$ cat src/hrsp_consts.svh
/*
 * Constants of the host register serial port: frame layout, address fields,
 * register reset values and the speed limits the host keeps.
 * Assumes it is included by its bare name from design files only.
 */
`ifndef HRSP_CONSTS_SVH
`define HRSP_CONSTS_SVH

// Register file shape.
`define HRSP_IDX_W        5
`define HRSP_NUM_REGS     32

// Four-wire frame: chip code, direction, index, data byte.
`define HRSP_CHIP_CODE    2'h0
`define HRSP_DIR_READ     1'b0
`define HRSP_DIR_WRITE    1'b1
`define HRSP_HDR_BITS     5'h08
`define HRSP_LAST_BIT     5'h0F
`define HRSP_FRAME_BITS   5'h10

// Two-wire slave address upper bits and direction code.
`define HRSP_SLAVE_HI     5'h04
`define HRSP_I2C_READ     1'b1
`define HRSP_BYTE_BITS    4'h8
`define HRSP_TX_LAST      4'h7

// Register reset values.
`define HRSP_DEF_00       8'h43
`define HRSP_DEF_01       8'h6A
`define HRSP_DEF_02       8'h88
`define HRSP_DEF_03       8'h48
`define HRSP_DEF_04       8'hEE
`define HRSP_DEF_OTHER    8'h00

// Host-side speed limits in Hz.
`define HRSP_SHIFT_CLK_MAX_HZ 5000000
`define HRSP_I2C_CLK_MAX_HZ   100000

`endif

$ cat src/hrsp_pkg.sv
/*
 * Types shared by the host register serial port.
 * Assumes nothing of its surroundings.
 */
package hrsp_pkg;

    typedef enum logic [4:0] {
        ST_IDLE = 5'h01,
        ST_RX   = 5'h02,
        ST_ACK  = 5'h04,
        ST_TX   = 5'h08,
        ST_MACK = 5'h10
    } hrsp_i2c_state_type;

    typedef enum logic [1:0] {
        PH_ADDR  = 2'h0,
        PH_INDEX = 2'h1,
        PH_DATA  = 2'h2
    } hrsp_phase_type;

endpackage

$ cat src/hrsp_sync.sv
/*
 * Two-flop synchroniser bank for pins arriving from outside the clock domain.
 * Assumes each bit is an independent level; no bus coherence is offered.
 */
`timescale 1ns/100ps
module hrsp_sync #(
    parameter int WIDTH = 1
) (
    // Clock and control.
    input  wire logic             clk_i,
    input  wire logic             rst_i,
    input  wire logic             ce_i,
    // Data.
    input  wire logic [WIDTH-1:0] d_i,
    output logic      [WIDTH-1:0] q_o
);

    generate
        if (WIDTH < 1) begin : g_bad
            $error("hrsp_sync needs WIDTH of at least one");
        end
        for (genvar i = 0; i < WIDTH; i++) begin : g_bit
            logic meta_r;
            logic sync_r;
            // Idle pins float high, so the flops start high.
            always_ff @(posedge clk_i or posedge rst_i) begin
                if (rst_i) begin
                    meta_r <= 1'b1;
                    sync_r <= 1'b1;
                end else if (ce_i) begin
                    meta_r <= d_i[i];
                    sync_r <= meta_r;
                end
            end
            assign q_o[i] = sync_r;
        end
    endgenerate

endmodule // hrsp_sync

$ cat src/hrsp_top.sv
/*
 * Host register serial port: 32 byte-wide registers reached either over a
 * four-wire shifted port or as a standard-mode two-wire bus slave.
 * Assumes all pins are asynchronous and slow against MCLK_I (100 MHz), and
 * that the rest of the device watches the registered write strobe.
 */
// Functional notes
// - Strap low selects four-wire port, high selects two-wire slave.
// - Four-wire frame: two zero code bits, direction, 5-bit index, data byte.
// - Four-wire direction bit zero reads, one writes.
// - Four-wire input sampled on rising clock, output changed on falling.
// - Four-wire write commits after sixteenth rising edge after select falls.
// - Four-wire output released once select returns high.
// - Power-down pin low returns all registers to defaults.
// - Data only changes while clock low, except START and STOP.
// - START is data falling with clock high; STOP data rising.
// - First byte matches 00100 plus two straps; LSB one means read.
// - Addressed device holds data low through ninth clock high.
// - Write byte after address sets index; top three bits ignored.
// - Each written byte advances 5-bit counter, wrapping 1F to 00.
// - Counter holds last accessed address plus one, reads and writes.
// - Read sends eight bits, releases, samples ack; no ack ends.
// - Current read sends byte at counter then advances counter.
`timescale 1ns/100ps
module hrsp_top
    import hrsp_pkg::*;
(
    // Clock, reset, enable.
    input  wire logic       MCLK_I,
    input  wire logic       RST_I,
    input  wire logic       CE_I,
    // Straps and power-down.
    input  wire logic       BUS_STYLE_SELECT_I,
    input  wire logic       POWER_DOWN_LOW_N_I,
    input  wire logic       DEV_ADDR_STRAP_HI_I,
    input  wire logic       DEV_ADDR_STRAP_LO_I,
    // Four-wire port.
    input  wire logic       CHIP_SELECT_LOW_N_I,
    input  wire logic       CONTROL_SHIFT_CLOCK_I,
    input  wire logic       CONTROL_SERIAL_IN_I,
    output logic            CONTROL_SERIAL_OUT_O,
    output logic            CONTROL_SERIAL_OUT_OE_O,
    // Two-wire port.
    input  wire logic       SCL_I,
    input  wire logic       SDA_I,
    output logic            SDA_O,
    output logic            SDA_OE_O,
    // Register write notice to the device.
    output logic            REG_WR_O,
    output logic [4:0]      REG_IDX_O,
    output logic [7:0]      REG_DATA_O
);

    `include "hrsp_consts.svh"

    function automatic logic [7:0] reg_default(input int unsigned i);
        case (i)
            0: reg_default = `HRSP_DEF_00;
            1: reg_default = `HRSP_DEF_01;
            2: reg_default = `HRSP_DEF_02;
            3: reg_default = `HRSP_DEF_03;
            4: reg_default = `HRSP_DEF_04;
            default: reg_default = `HRSP_DEF_OTHER;
        endcase
    endfunction

    logic [8:0]              pins_s;
    logic                    strap_s;
    logic                    pdn_n_s;
    logic                    cs_n_s;
    logic                    sclk_s;
    logic                    sdi_s;
    logic                    scl_s;
    logic                    sda_s;
    logic                    cad_hi_s;
    logic                    cad_lo_s;

    hrsp_sync #(
        .WIDTH (9)
    ) u_sync (
        .clk_i (MCLK_I),
        .rst_i (RST_I),
        .ce_i  (CE_I),
        .d_i   ({BUS_STYLE_SELECT_I, POWER_DOWN_LOW_N_I, CHIP_SELECT_LOW_N_I,
                 CONTROL_SHIFT_CLOCK_I, CONTROL_SERIAL_IN_I, SCL_I, SDA_I,
                 DEV_ADDR_STRAP_HI_I, DEV_ADDR_STRAP_LO_I}),
        .q_o   (pins_s)
    );

    assign {strap_s, pdn_n_s, cs_n_s, sclk_s, sdi_s, scl_s, sda_s,
            cad_hi_s, cad_lo_s} = pins_s;

    logic [7:0]              regs_r [`HRSP_NUM_REGS];
    logic                    mode_r;
    logic [2:0]              mode_ok_r;
    logic                    sclk_p_r;
    logic                    scl_p_r;
    logic                    sda_p_r;

    // strap capture.
    // The strap is only taken in power-down or right after reset, so a stray
    // level change mid-transfer cannot flip the port under the host.
    // The synchroniser shows its reset level for two edges, so the strap is
    // taken over the first three edges and the last one holds the real pin.
    always_ff @(posedge MCLK_I or posedge RST_I) begin
        if (RST_I) begin
            mode_r    <= 1'b0;
            mode_ok_r <= 3'h0;
        end else if (CE_I) begin
            mode_ok_r <= {mode_ok_r[1:0], 1'b1};
            if (!pdn_n_s || !mode_ok_r[2]) begin
                mode_r <= strap_s;
            end
        end
    end

    always_ff @(posedge MCLK_I or posedge RST_I) begin
        if (RST_I) begin
            sclk_p_r <= 1'b0;
            scl_p_r  <= 1'b1;
            sda_p_r  <= 1'b1;
        end else if (CE_I) begin
            sclk_p_r <= sclk_s;
            scl_p_r  <= scl_s;
            sda_p_r  <= sda_s;
        end
    end

    // Four-wire port.
    logic [4:0]              cnt4_r;
    logic [14:0]             sh4_r;
    logic [6:0]              out4_r;
    logic                    control_serial_out_r;
    logic                    control_serial_out_oe_r;
    logic                    rise4;
    logic                    fall4;
    logic                    w4_en;
    logic                    rd4_go;

    assign rise4 = !mode_r && pdn_n_s && !cs_n_s && sclk_s && !sclk_p_r;
    assign fall4 = !mode_r && pdn_n_s && !cs_n_s && !sclk_s && sclk_p_r;

    assign w4_en = rise4 && cnt4_r == `HRSP_LAST_BIT &&
                   sh4_r[14:13] == `HRSP_CHIP_CODE && sh4_r[12] == `HRSP_DIR_WRITE;
    assign rd4_go = fall4 && cnt4_r == `HRSP_HDR_BITS &&
                    sh4_r[7:6] == `HRSP_CHIP_CODE && sh4_r[5] == `HRSP_DIR_READ;

    always_ff @(posedge MCLK_I or posedge RST_I) begin
        if (RST_I) begin
            cnt4_r <= 5'h00;
            sh4_r  <= 15'h0000;
        end else if (CE_I) begin
            if (cs_n_s || mode_r || !pdn_n_s) begin
                cnt4_r <= 5'h00;
            end else if (rise4 && cnt4_r != `HRSP_FRAME_BITS) begin
                cnt4_r <= cnt4_r + 5'h01;
                sh4_r  <= {sh4_r[13:0], sdi_s};
            end
        end
    end

    // read byte in final eight periods.
    always_ff @(posedge MCLK_I or posedge RST_I) begin
        if (RST_I) begin
            control_serial_out_r    <= 1'b0;
            control_serial_out_oe_r <= 1'b0;
            out4_r    <= 7'h00;
        end else if (CE_I) begin
            if (cs_n_s || mode_r || !pdn_n_s) begin
                control_serial_out_oe_r <= 1'b0;
            end else if (rd4_go) begin
                control_serial_out_r    <= regs_r[sh4_r[4:0]][7];
                out4_r    <= regs_r[sh4_r[4:0]][6:0];
                control_serial_out_oe_r <= 1'b1;
            end else if (fall4 && control_serial_out_oe_r && cnt4_r < `HRSP_FRAME_BITS) begin
                control_serial_out_r <= out4_r[6];
                out4_r <= {out4_r[5:0], 1'b0};
            end
        end
    end

    // Two-wire port.
    hrsp_i2c_state_type      st_r;
    hrsp_phase_type          phase_r;
    logic [3:0]              bit_r;
    logic [7:0]              rx_r;
    logic [6:0]              tx_r;
    logic                    rw_r;
    logic                    ackd_r;
    logic                    sda_oe_r;
    logic [4:0]              ptr_r;
    logic                    start_ev;
    logic                    stop_ev;
    logic                    scl_rise;
    logic                    scl_fall;
    logic                    byte_done;
    logic                    addr_hit;
    logic                    tx_load;
    logic                    w2_en;
    logic                    idx_set;

    // data edges with clock high are conditions, never data.
    assign start_ev = mode_r && pdn_n_s && scl_s && scl_p_r && !sda_s && sda_p_r;
    assign stop_ev  = mode_r && pdn_n_s && scl_s && scl_p_r && sda_s && !sda_p_r;
    assign scl_rise = mode_r && pdn_n_s && scl_s && !scl_p_r;
    assign scl_fall = mode_r && pdn_n_s && !scl_s && scl_p_r;
    assign byte_done = st_r == ST_RX && scl_fall && bit_r == `HRSP_BYTE_BITS;
    assign addr_hit = rx_r[7:1] == {`HRSP_SLAVE_HI, cad_hi_s, cad_lo_s};
    // byte at counter is loaded on these edges.
    assign tx_load = scl_fall && ((st_r == ST_ACK && rw_r == `HRSP_I2C_READ) ||
                                  (st_r == ST_MACK && ackd_r));
    assign idx_set = byte_done && phase_r == PH_INDEX;
    assign w2_en   = byte_done && phase_r == PH_DATA;

    always_ff @(posedge MCLK_I or posedge RST_I) begin
        if (RST_I) begin
            st_r     <= ST_IDLE;
            phase_r  <= PH_ADDR;
            bit_r    <= 4'h0;
            rx_r     <= 8'h00;
            tx_r     <= 7'h00;
            rw_r     <= 1'b0;
            ackd_r   <= 1'b0;
            sda_oe_r <= 1'b0;
        end else if (CE_I) begin
            if (!mode_r || !pdn_n_s) begin
                st_r     <= ST_IDLE;
                sda_oe_r <= 1'b0;
            end else if (start_ev) begin
                st_r     <= ST_RX;
                phase_r  <= PH_ADDR;
                bit_r    <= 4'h0;
                sda_oe_r <= 1'b0;
            end else if (stop_ev) begin
                st_r     <= ST_IDLE;
                sda_oe_r <= 1'b0;
            end else begin
                case (st_r)
                    ST_RX: begin
                        if (scl_rise) begin
                            rx_r  <= {rx_r[6:0], sda_s};
                            bit_r <= bit_r + 4'h1;
                        end else if (byte_done) begin
                            if (phase_r != PH_ADDR || addr_hit) begin
                                sda_oe_r <= 1'b1;
                                st_r     <= ST_ACK;
                                if (phase_r == PH_ADDR) begin
                                    rw_r <= rx_r[0];
                                end
                            end else begin
                                // not ours, stay off the bus.
                                st_r <= ST_IDLE;
                            end
                        end
                    end
                    ST_ACK: begin
                        if (scl_fall) begin
                            bit_r   <= 4'h0;
                            phase_r <= (phase_r == PH_ADDR) ? PH_INDEX : PH_DATA;
                            if (rw_r == `HRSP_I2C_READ) begin
                                sda_oe_r <= ~regs_r[ptr_r][7];
                                tx_r     <= regs_r[ptr_r][6:0];
                                st_r     <= ST_TX;
                            end else begin
                                sda_oe_r <= 1'b0;
                                st_r     <= ST_RX;
                            end
                        end
                    end
                    ST_TX: begin
                        if (scl_fall) begin
                            if (bit_r == `HRSP_TX_LAST) begin
                                sda_oe_r <= 1'b0;
                                st_r     <= ST_MACK;
                            end else begin
                                sda_oe_r <= ~tx_r[6];
                                tx_r     <= {tx_r[5:0], 1'b0};
                                bit_r    <= bit_r + 4'h1;
                            end
                        end
                    end
                    // master ack continues, no ack ends the read.
                    ST_MACK: begin
                        if (scl_rise) begin
                            ackd_r <= !sda_s;
                        end else if (scl_fall) begin
                            if (ackd_r) begin
                                bit_r    <= 4'h0;
                                sda_oe_r <= ~regs_r[ptr_r][7];
                                tx_r     <= regs_r[ptr_r][6:0];
                                st_r     <= ST_TX;
                            end else begin
                                st_r <= ST_IDLE;
                            end
                        end
                    end
                    default: begin
                        st_r     <= ST_IDLE;
                        sda_oe_r <= 1'b0;
                    end
                endcase
            end
        end
    end

    // advance after each written byte, wrapping.
    // counter holds last access plus one.
    always_ff @(posedge MCLK_I or posedge RST_I) begin
        if (RST_I) begin
            ptr_r <= 5'h00;
        end else if (CE_I) begin
            if (!pdn_n_s) begin
                ptr_r <= 5'h00;
            end else if (idx_set) begin
                ptr_r <= rx_r[4:0];
            end else if (w2_en || tx_load) begin
                ptr_r <= ptr_r + 5'h01;
            end
        end
    end

    logic                    w_en;
    logic [4:0]              w_idx;
    logic [7:0]              w_data;

    always_comb begin
        w_en   = w4_en || w2_en;
        w_idx  = ptr_r;
        w_data = rx_r;
        if (w4_en) begin
            w_idx  = sh4_r[11:7];
            w_data = {sh4_r[6:0], sdi_s};
        end
    end

    always_ff @(posedge MCLK_I or posedge RST_I) begin
        if (RST_I) begin
            for (int i = 0; i < `HRSP_NUM_REGS; i++) begin
                regs_r[i] <= reg_default(i);
            end
        end else if (CE_I) begin
            if (!pdn_n_s) begin
                for (int i = 0; i < `HRSP_NUM_REGS; i++) begin
                    regs_r[i] <= reg_default(i);
                end
            end else if (w_en) begin
                regs_r[w_idx] <= w_data;
            end
        end
    end

    always_ff @(posedge MCLK_I or posedge RST_I) begin
        if (RST_I) begin
            REG_WR_O   <= 1'b0;
            REG_IDX_O  <= 5'h00;
            REG_DATA_O <= 8'h00;
        end else if (CE_I) begin
            REG_WR_O <= w_en && pdn_n_s;
            if (w_en) begin
                REG_IDX_O  <= w_idx;
                REG_DATA_O <= w_data;
            end
        end else begin
            REG_WR_O <= 1'b0;
        end
    end

    // Open drain: the line is only ever pulled low.
    assign SDA_O                   = 1'b0;
    assign SDA_OE_O                = sda_oe_r;
    assign CONTROL_SERIAL_OUT_O    = control_serial_out_r;
    assign CONTROL_SERIAL_OUT_OE_O = control_serial_out_oe_r;

    a_mode_no_sda: assert property (
        @(posedge MCLK_I) disable iff (RST_I) !mode_r |-> !sda_oe_r && st_r == ST_IDLE)
        else $error("two-wire port active in four-wire mode");

    a_dir_read_only: assert property (
        @(posedge MCLK_I) disable iff (RST_I)
        $rose(control_serial_out_oe_r) |-> $past(sh4_r[5]) == `HRSP_DIR_READ && !mode_r)
        else $error("serial output enabled on a write frame");

    a_out_on_fall: assert property (
        @(posedge MCLK_I) disable iff (RST_I)
        $changed(control_serial_out_r) |-> $past(fall4))
        else $error("serial output changed off a falling edge");

    a_write_commit: assert property (
        @(posedge MCLK_I) disable iff (RST_I)
        w4_en && CE_I |=> REG_WR_O && REG_IDX_O == $past(sh4_r[11:7]) &&
        cnt4_r == `HRSP_FRAME_BITS)
        else $error("four-wire write not committed on sixteenth edge");

    a_release_cs: assert property (
        @(posedge MCLK_I) disable iff (RST_I)
        cs_n_s && CE_I |=> !control_serial_out_oe_r)
        else $error("serial output still driven after select high");

    a_pdn_default: assert property (
        @(posedge MCLK_I) disable iff (RST_I)
        !pdn_n_s && CE_I |=> regs_r[0] == `HRSP_DEF_00 && regs_r[4] == `HRSP_DEF_04)
        else $error("registers not at defaults in power-down");

    a_start_frame: assert property (
        @(posedge MCLK_I) disable iff (RST_I)
        start_ev && CE_I |=> st_r == ST_RX && bit_r == 4'h0 && phase_r == PH_ADDR)
        else $error("start did not open a frame");

    a_ack_held: assert property (
        @(posedge MCLK_I) disable iff (RST_I)
        st_r == ST_ACK |-> sda_oe_r)
        else $error("acknowledge not driven");

    a_ptr_step: assert property (
        @(posedge MCLK_I) disable iff (RST_I)
        w2_en && CE_I |=> ptr_r == $past(ptr_r) + 5'h01 && REG_WR_O)
        else $error("address counter did not advance after write");

    a_read_step: assert property (
        @(posedge MCLK_I) disable iff (RST_I)
        tx_load && CE_I && pdn_n_s |=> ptr_r == $past(ptr_r) + 5'h01 && st_r == ST_TX)
        else $error("address counter did not advance after read load");

    a_mack_free: assert property (
        @(posedge MCLK_I) disable iff (RST_I)
        st_r == ST_MACK |-> !sda_oe_r)
        else $error("line driven during master acknowledge");

    a_nomatch_idle: assert property (
        @(posedge MCLK_I) disable iff (RST_I)
        byte_done && phase_r == PH_ADDR && !addr_hit && !start_ev && !stop_ev && CE_I
        |=> st_r == ST_IDLE && !sda_oe_r)
        else $error("unmatched address not ignored");

endmodule // hrsp_top

$ cat config.mk
export PLATFORM = sky130hd
export DESIGN_NAME = hrsp_top
export DESIGN_NICKNAME = d
export VERILOG_FILES = /design/src/hrsp_pkg.sv /design/src/hrsp_sync.sv /design/src/hrsp_top.sv
export VERILOG_INCLUDE_DIRS = /design/src
export SDC_FILE = /design/constraint.sdc
export NUM_CORES = 1
export LEC_CHECK = 0
export ABC_AREA = 1
export BUFFER_PORTS_ARGS = -buffer_cell sky130_fd_sc_hd__buf_2
export CAP_MARGIN = 20
export CORE_MARGIN = 2
export CORE_UTILIZATION = 58
export DETAILED_ROUTE_END_ITERATION = 12
export PLACE_DENSITY = 0.77
export SETUP_SLACK_MARGIN = 0.5
export SYNTH_ARGS = -nofsm -noshare
export SYNTH_HDL_FRONTEND = slang
export SYNTH_HIERARCHICAL = 1
export SYNTH_SLANG_ARGS = --single-unit
$ cat constraint.sdc
create_clock -name MCLK_I -period 10.6 [get_ports MCLK_I]
set_clock_uncertainty 0.1 [all_clocks]
set_input_delay 1.59 -clock MCLK_I [delete_from_list [all_inputs] [get_ports MCLK_I]]
set_output_delay 1.59 -clock MCLK_I [all_outputs]
set_load 0.02 [all_outputs]
---- Word-level counts from Yosys, hierarchy flattened ----
Cells that the tools add are included.
cells by class
  add/subtract/negate cells ............... 3
  $lt $le $gt $ge ......................... 5
  equal/unequal tests ..................... 38
  mux-type cells .......................... 76
  bitwise operators ....................... 11
  reductions and logical operators ........ 79
operator list
  operator                                                  count
  two-way mux 256 bit                                       2
  bitwise mux 256 bit                                       1
  binary-select mux 8 bit (select 5 bit)                    2
  two-way mux 5 bit                                         16
  two-way mux 7 bit                                         9
  two-way mux 8 bit                                         6
  two-way mux 4 bit                                         11
  demux 8 bit (select 5 bit)                                1
  logical AND 1 bit                                         34
  != test 5 x 4 -> 1 bit, second input constant             6
  != test 3 bit, second input constant                      8
  case mux 7 bit (3 select lines)                           1
  case mux 5 bit (4 select lines)                           1
  greater-or-equal comparator 6 bit, second input constant  3
  two-way mux 1 bit                                         18
  != test 2 bit, second input constant                      9
  inverter 5 -> 6 bit                                       3
  AND reduction 9 bit                                       2
  case mux 4 bit (4 select lines)                           1
  equality test 5 x 4 -> 1 bit, second input constant       3
  != test 5 bit, second input constant                      3
  AND reduction 12 bit                                      1
  AND reduction 2 bit                                       6
  AND reduction 6 bit                                       2
  other kinds (27)                                          63
word-level totals
  bits in registers ....................... 358
  input port bits ......................... 12
  output and inout bits ................... 18
  logic and storage cells ................. 284

---- Logic depth before layout (Yosys ltp) ----
  depth after elaboration ................. 17
  mapped depth ............................ 16

---- By module ----
The synthesis kept the hierarchy.
by module, submodules not included
  module     times used  cells each  area each (µm²)  sequential area each (µm²)
  hrsp_top   1           2,784       19,701.4         8,533.2
  hrsp_sync  1           86          804.5            473.0

---- Worst setup path after synthesis ----
Ideal clock, no wire load.
  kind .................................... in2reg
  start ................................... input port CE_I
  end ..................................... register control_serial_out_r, in the netlist CONTROL_SERIAL_OUT_O
  library setup time ...................... 0.123 ns
  data arrival time ....................... 2.865 ns
  path slack .............................. 7.512 ns
  stages .................................. 6
  buffers on the path ..................... 1
  path through ............................ clkbuf_1 clkinv_1 nor2_1 o21ai_1 a21oi_1 a21oi_1
between the ends
  cells in the longest elaborated chain, start to end .. 1
RTL lines
  item                           line             RTL
  start, declared                hrsp_top.sv:31   input wire logic CE_I,
  AND reduction 3 bit (no line)  --
  end signal, assigned           hrsp_top.sv:172  control_serial_out_r <= regs_r[sh4_r[4:0]][7];
  end signal, assigned           hrsp_top.sv:176  control_serial_out_r <= out4_r[6];
  end, declared                  hrsp_top.sv:133  logic control_serial_out_r;
Every way passes these cells.
A chain may end at the register's enable or synchronous reset.

---- Worst setup path after layout ----
  start ................................... register u_sync.g_bit[7].sync_r
  end ..................................... register regs_r[5] (netlist name)
between the ends
  cells in the longest elaborated chain, start to end .. 16
RTL lines
  item                                                                                                                   line             RTL
  start, declared                                                                                                        hrsp_sync.sv:24  logic sync_r;
  start signal, assigned                                                                                                 hrsp_sync.sv:32  sync_r <= meta_r;
  logical AND 1 bit (4 in a row)                                                                                         hrsp_top.sv:140  assign rise4 = !mode_r && pdn_n_s && !cs_n_s && sclk_s && !sclk_p_r;
  logical AND 1 bit (no line) (3 in a row)                                                                               --
  two-way mux 5 bit                                                                                                      hrsp_top.sv:330  if (w4_en) begin
  inverter 5 -> 6 bit (not written as such)                                                                              hrsp_top.sv:347  regs_r[w_idx] <= w_data;
  greater-or-equal comparator 6 bit (not written as such) / less-than comparator 6 x 1 -> 1 bit (equally long branches)  hrsp_top.sv:347
  logical AND 1 bit (not written as such)                                                                                hrsp_top.sv:347
  two-way mux 8 bit (not written as such)                                                                                hrsp_top.sv:347
  demux 8 bit (select 5 bit)                                                                                             hrsp_top.sv:347
  bitwise mux 256 bit                                                                                                    hrsp_top.sv:347
  two-way mux 256 bit                                                                                                    hrsp_top.sv:346  end else if (w_en) begin
  two-way mux 256 bit                                                                                                    hrsp_top.sv:342  if (!pdn_n_s) begin
  end signal, assigned by index                                                                                          hrsp_top.sv:339  regs_r[i] <= reg_default(i);
  end signal, assigned by index                                                                                          hrsp_top.sv:344  regs_r[i] <= reg_default(i);
  end signal, assigned by index                                                                                          hrsp_top.sv:347
  end, declared                                                                                                          hrsp_top.sv:93   logic [7:0] regs_r [`HRSP_NUM_REGS];
Parallel ways exist; a longest one is shown, timed or not. The select of a mux whose other input is x is not followed.

==> results.json <==
{
  "status": "finished clean",
  "drtIter0Drc": 2584,
  "start_kind": "flop",
  "period_minus_slack_ns": 3.99,
  "critPathKind": "reg -> reg",
  "ant_nets": 0,
  "n_antenna_cell": 0,
  "totalWireLength_um": 63600,
  "comb_power_share_pct": 23.1,
  "ys_seq_area_share_pct": 43.9,
  "ir_drop_mv": 0.208,
  "min_to": "u_sync/g_bit[7].meta_r",
  "regToRegSetupSlack_ns": 6.61,
  "dp_slack_ns": 6.38,
  "hold_viol": 0,
  "num_rows": 68,
  "fin_tns_setup_ns": 0,
  "powerDensity_nw_per_um2": 176,
  "dr.pass1.iters": 9,
  "fillCellCount": 3058,
  "dp_hpwl_um": 40700,
  "post_drt_wl_per_cell_um": 19.4,
  "synth_cell_types": 45,
  "finalSetupViolations": 0,
  "hp-start": "u_sync/g_bit[7].meta_r",
  "antenna_found_initial": 0,
  "cts_tree": "done",
  "yosys-top-cells-area": "dfrtp_1 (39%), nand2_1 (22%), nand3_1 (7.0%)",
  "timing.rr.end": "regs_r[5]",
  "netlist_area_um2": 20500,
  "power.switching_mw": 1.30,
  "cts_post_setup_buffers_inserted": 0,
  "path_delay_family": "simple AND/OR/NAND/NOR gates",
  "leakage_nw": 10.6,
  "synthCells": 2870,
  "htreeDepth": 2,
  "maxSlewViolCount": 0,
  "min_period_over_period_pct": 37.6,
  "arrival_ns": 4.37,
  "rsz0062_at_grt": "false",
  "grt-ovfl-total": 0,
  "clkPwrFrac_pct": 38.3,
  "clock_latency_ns": 0.56,
  "postSynthNetCount": 2888,
  "grt_use_total_pct": 35.2,
  "clock-sinks": 358,
  "nets": 2814,
  "ys.warnings.count": 6,
  "worst-path-buf-inv": 2,
  "reg2reg_from": "u_sync/g_bit[7].sync_r",
  "cts_buffers": 40,
  "switching_share_pct": 33.4,
  "yosys.area.top_type": "dfrtp_1",
  "viasPerCell": 6.00,
  "seq_area_um2": 9020,
  "path_cells": "buf_4 -> nand2_1 -> nor2_4 -> nand2_2 -> nand2_1 -> nand2_2 -> nor2_2 -> buf_4 -> nand2_1 -> nand2_1",
  "min_path_type": "reg -> reg",
  "ctsRootBufferMaster": "clkbuf_16",
  "max_stage_delay_ns": 0.82,
  "grt_pass1_wl_um": 101000,
  "place_congestion": 0.923,
  "synth-edff-count": 0,
  "whs_path_depth": 2,
  "ctsResizeCount": 0,
  "maxSlewHeadroom_pct": 17.8,
  "cap_viol_max_count": 0,
  "critPathRequiredTime_ns": 10.98,
  "drcViolationCount": 0,
  "start_util_pct": 59.1,
  "async_reset_ff_share_pct": 100,
  "worstMarginPinSlew_ns": 1.23,
  "syn_area_per_cell_um2": 7.14,
  "die_w_um": 192,
  "grt_pass1_vias": 18559,
  "drive_gt1_share_pct": 9.07,
  "synth_flop_cell": "dfrtp_1",
  "io_pins": 30,
  "core_area_um2": 34700,
  "die_y_um": 192,
  "critPathCaptureType": "flop",
  "numPortBuffers": 28,
  "internal_power_mw": 2.59,
  "clkSlewWorstSetupHoldPaths_ns": 0.06,
  "clockBufferDepth": 3,
  "cpMostUsedCell": "nand2_1",
  "cts_hold_buf": 0,
  "worstPathMaxFanout": 39,
  "yosys.area.top_type_share_pct": 39.1,
  "power_frac_seq_pct": 38.6,
  "ys_ff_latch": 358,
  "multi_input_area_um2": 9920,
  "max_freq_mhz": 251,
  "syn_to_final_growth_pct": 7.71,
  "dieArea_um2": 36900,
  "rr_worst_depth": 10,
  "worst_path_max_delay_cell": "nor2_2",
  "setup_ws_ns": 6.61,
  "vias": 19673,
  "grt_max_degree": 170
}
synthesized netlist by cell type (20+ instances only):
cell type and n:
buf_4 24, o211ai_1 135, clkbuf_1 105, dfrtp_1 320, o21ai_0 176, nor2_2 29, nand3_1 285, a21oi_1 117
nand2_1 1175, inv_1 196, nor2_1 97, buf_2 20, o21ai_1 22, dfstp_2 38
worst max path at each step:
stage / startpoint / to / slack [ns] / cells past startpoint
finish: u_sync/g_bit[7].sync_r / regs_r[5] / 6.61 / 10
CTS: u_sync/g_bit[7].sync_r / regs_r[5] / 6.69 / 10
detailed placement: CE_I / regs_r[45] / 6.38 / 6
floorplan: RST_I / CONTROL_SERIAL_OUT_O / 4.38 / 1
global route: u_sync/g_bit[7].sync_r / regs_r[53] / 6.42 / 10
global placement: CE_I / regs_r[45] / 6.42 / 6
metal layers:
metal	global-route usage [%]	part of all wire, %
met1	46.8	40
met5	0	0
met2	55.3	46
met4	15.9	4.5
met3	7.73	10
registers in the layout, summed over array words and instances, names as in the netlist, 2 cells and up:
register             count
tx_r                     7
sh4_r                   15
rx_r                     8
ptr_r                    5
u_sync/g_bit.sync_r      9
bit_r                    4
mode_ok_r                3
u_sync/g_bit.meta_r      9
REG_IDX_O                5
st_r                     5
REG_DATA_O               8
cnt4_r                   5
out4_r                   7
regs_r                 256
phase_r                  2
per-stage QoR:
step	total power [mW]	utilization [%]	cell area [µm²]	hold slack (ns)	instances
2_1_floorplan	2.13	-	20500	0.337	2870
3_3_place_gp	2.36	59.5	20700	0.352	3208
3_5_place_dp	2.38	59.5	20700	0.354	3208
4_1_cts	3.86	63.5	22100	0.363	3277
5_1_grt	4.03	63.6	22100	0.374	3278
6_report	3.89	63.6	22100	0.361	3278
power groups by stage:
stage               Combinational (mW)  Sequential, mW  Clock [mW]
finish                           0.898            1.50        1.49
global route                     0.969            1.51        1.55
CTS                              0.861            1.50        1.50
detailed placement               0.855            1.52           0
global placement                 0.838            1.52           0
floorplan                        0.662            1.47           0
cell usage in the layout (no fill, tap or decap), types with 12 or more instances in the layout:
master / count
o21ai_1: 22
dfrtp_1: 316
a21oi_1: 117
nand2_2: 17
nor2_1: 93
buf_4: 26
clkbuf_16: 43
nor2_2: 32
nand3_1: 285
o211ai_1: 135
nand2_1: 1175
o21ai_4: 12
buf_2: 28
inv_1: 194
o21ai_0: 176
dfstp_2: 38
logic make-up after synthesis:
logic type | after synthesis | share of synthesized area (%)
adder cells (fa/ha/maj) | 6 | 0.366
AND/OR/NAND/NOR | 1638 | 33.3
multiplexers | 1 | 0.0549
AO/OA/AOI/OAI | 482 | 14.3
buffers and inverters | 378 | 7.76
flip-flops | 358 | 43.9
other | 1 | 0.0183
XOR/XNOR | 6 | 0.256
layout make-up:
cell class	instances	area share, %
multi-input combinational	2134	44.9
sequential	358	40.8
clock buffer	56	5.36
inverter	206	3.56
tap	455	2.58
timing repair buffer	56	1.73
clock inverter	13	1.00
worst min-delay path, stage by stage, from the launching register on:
cell and delay [ns]:
dfstp_2 0.37, nand2_1 0.05, nand2_1 0.04
Power figures use the tool's default switching activity.
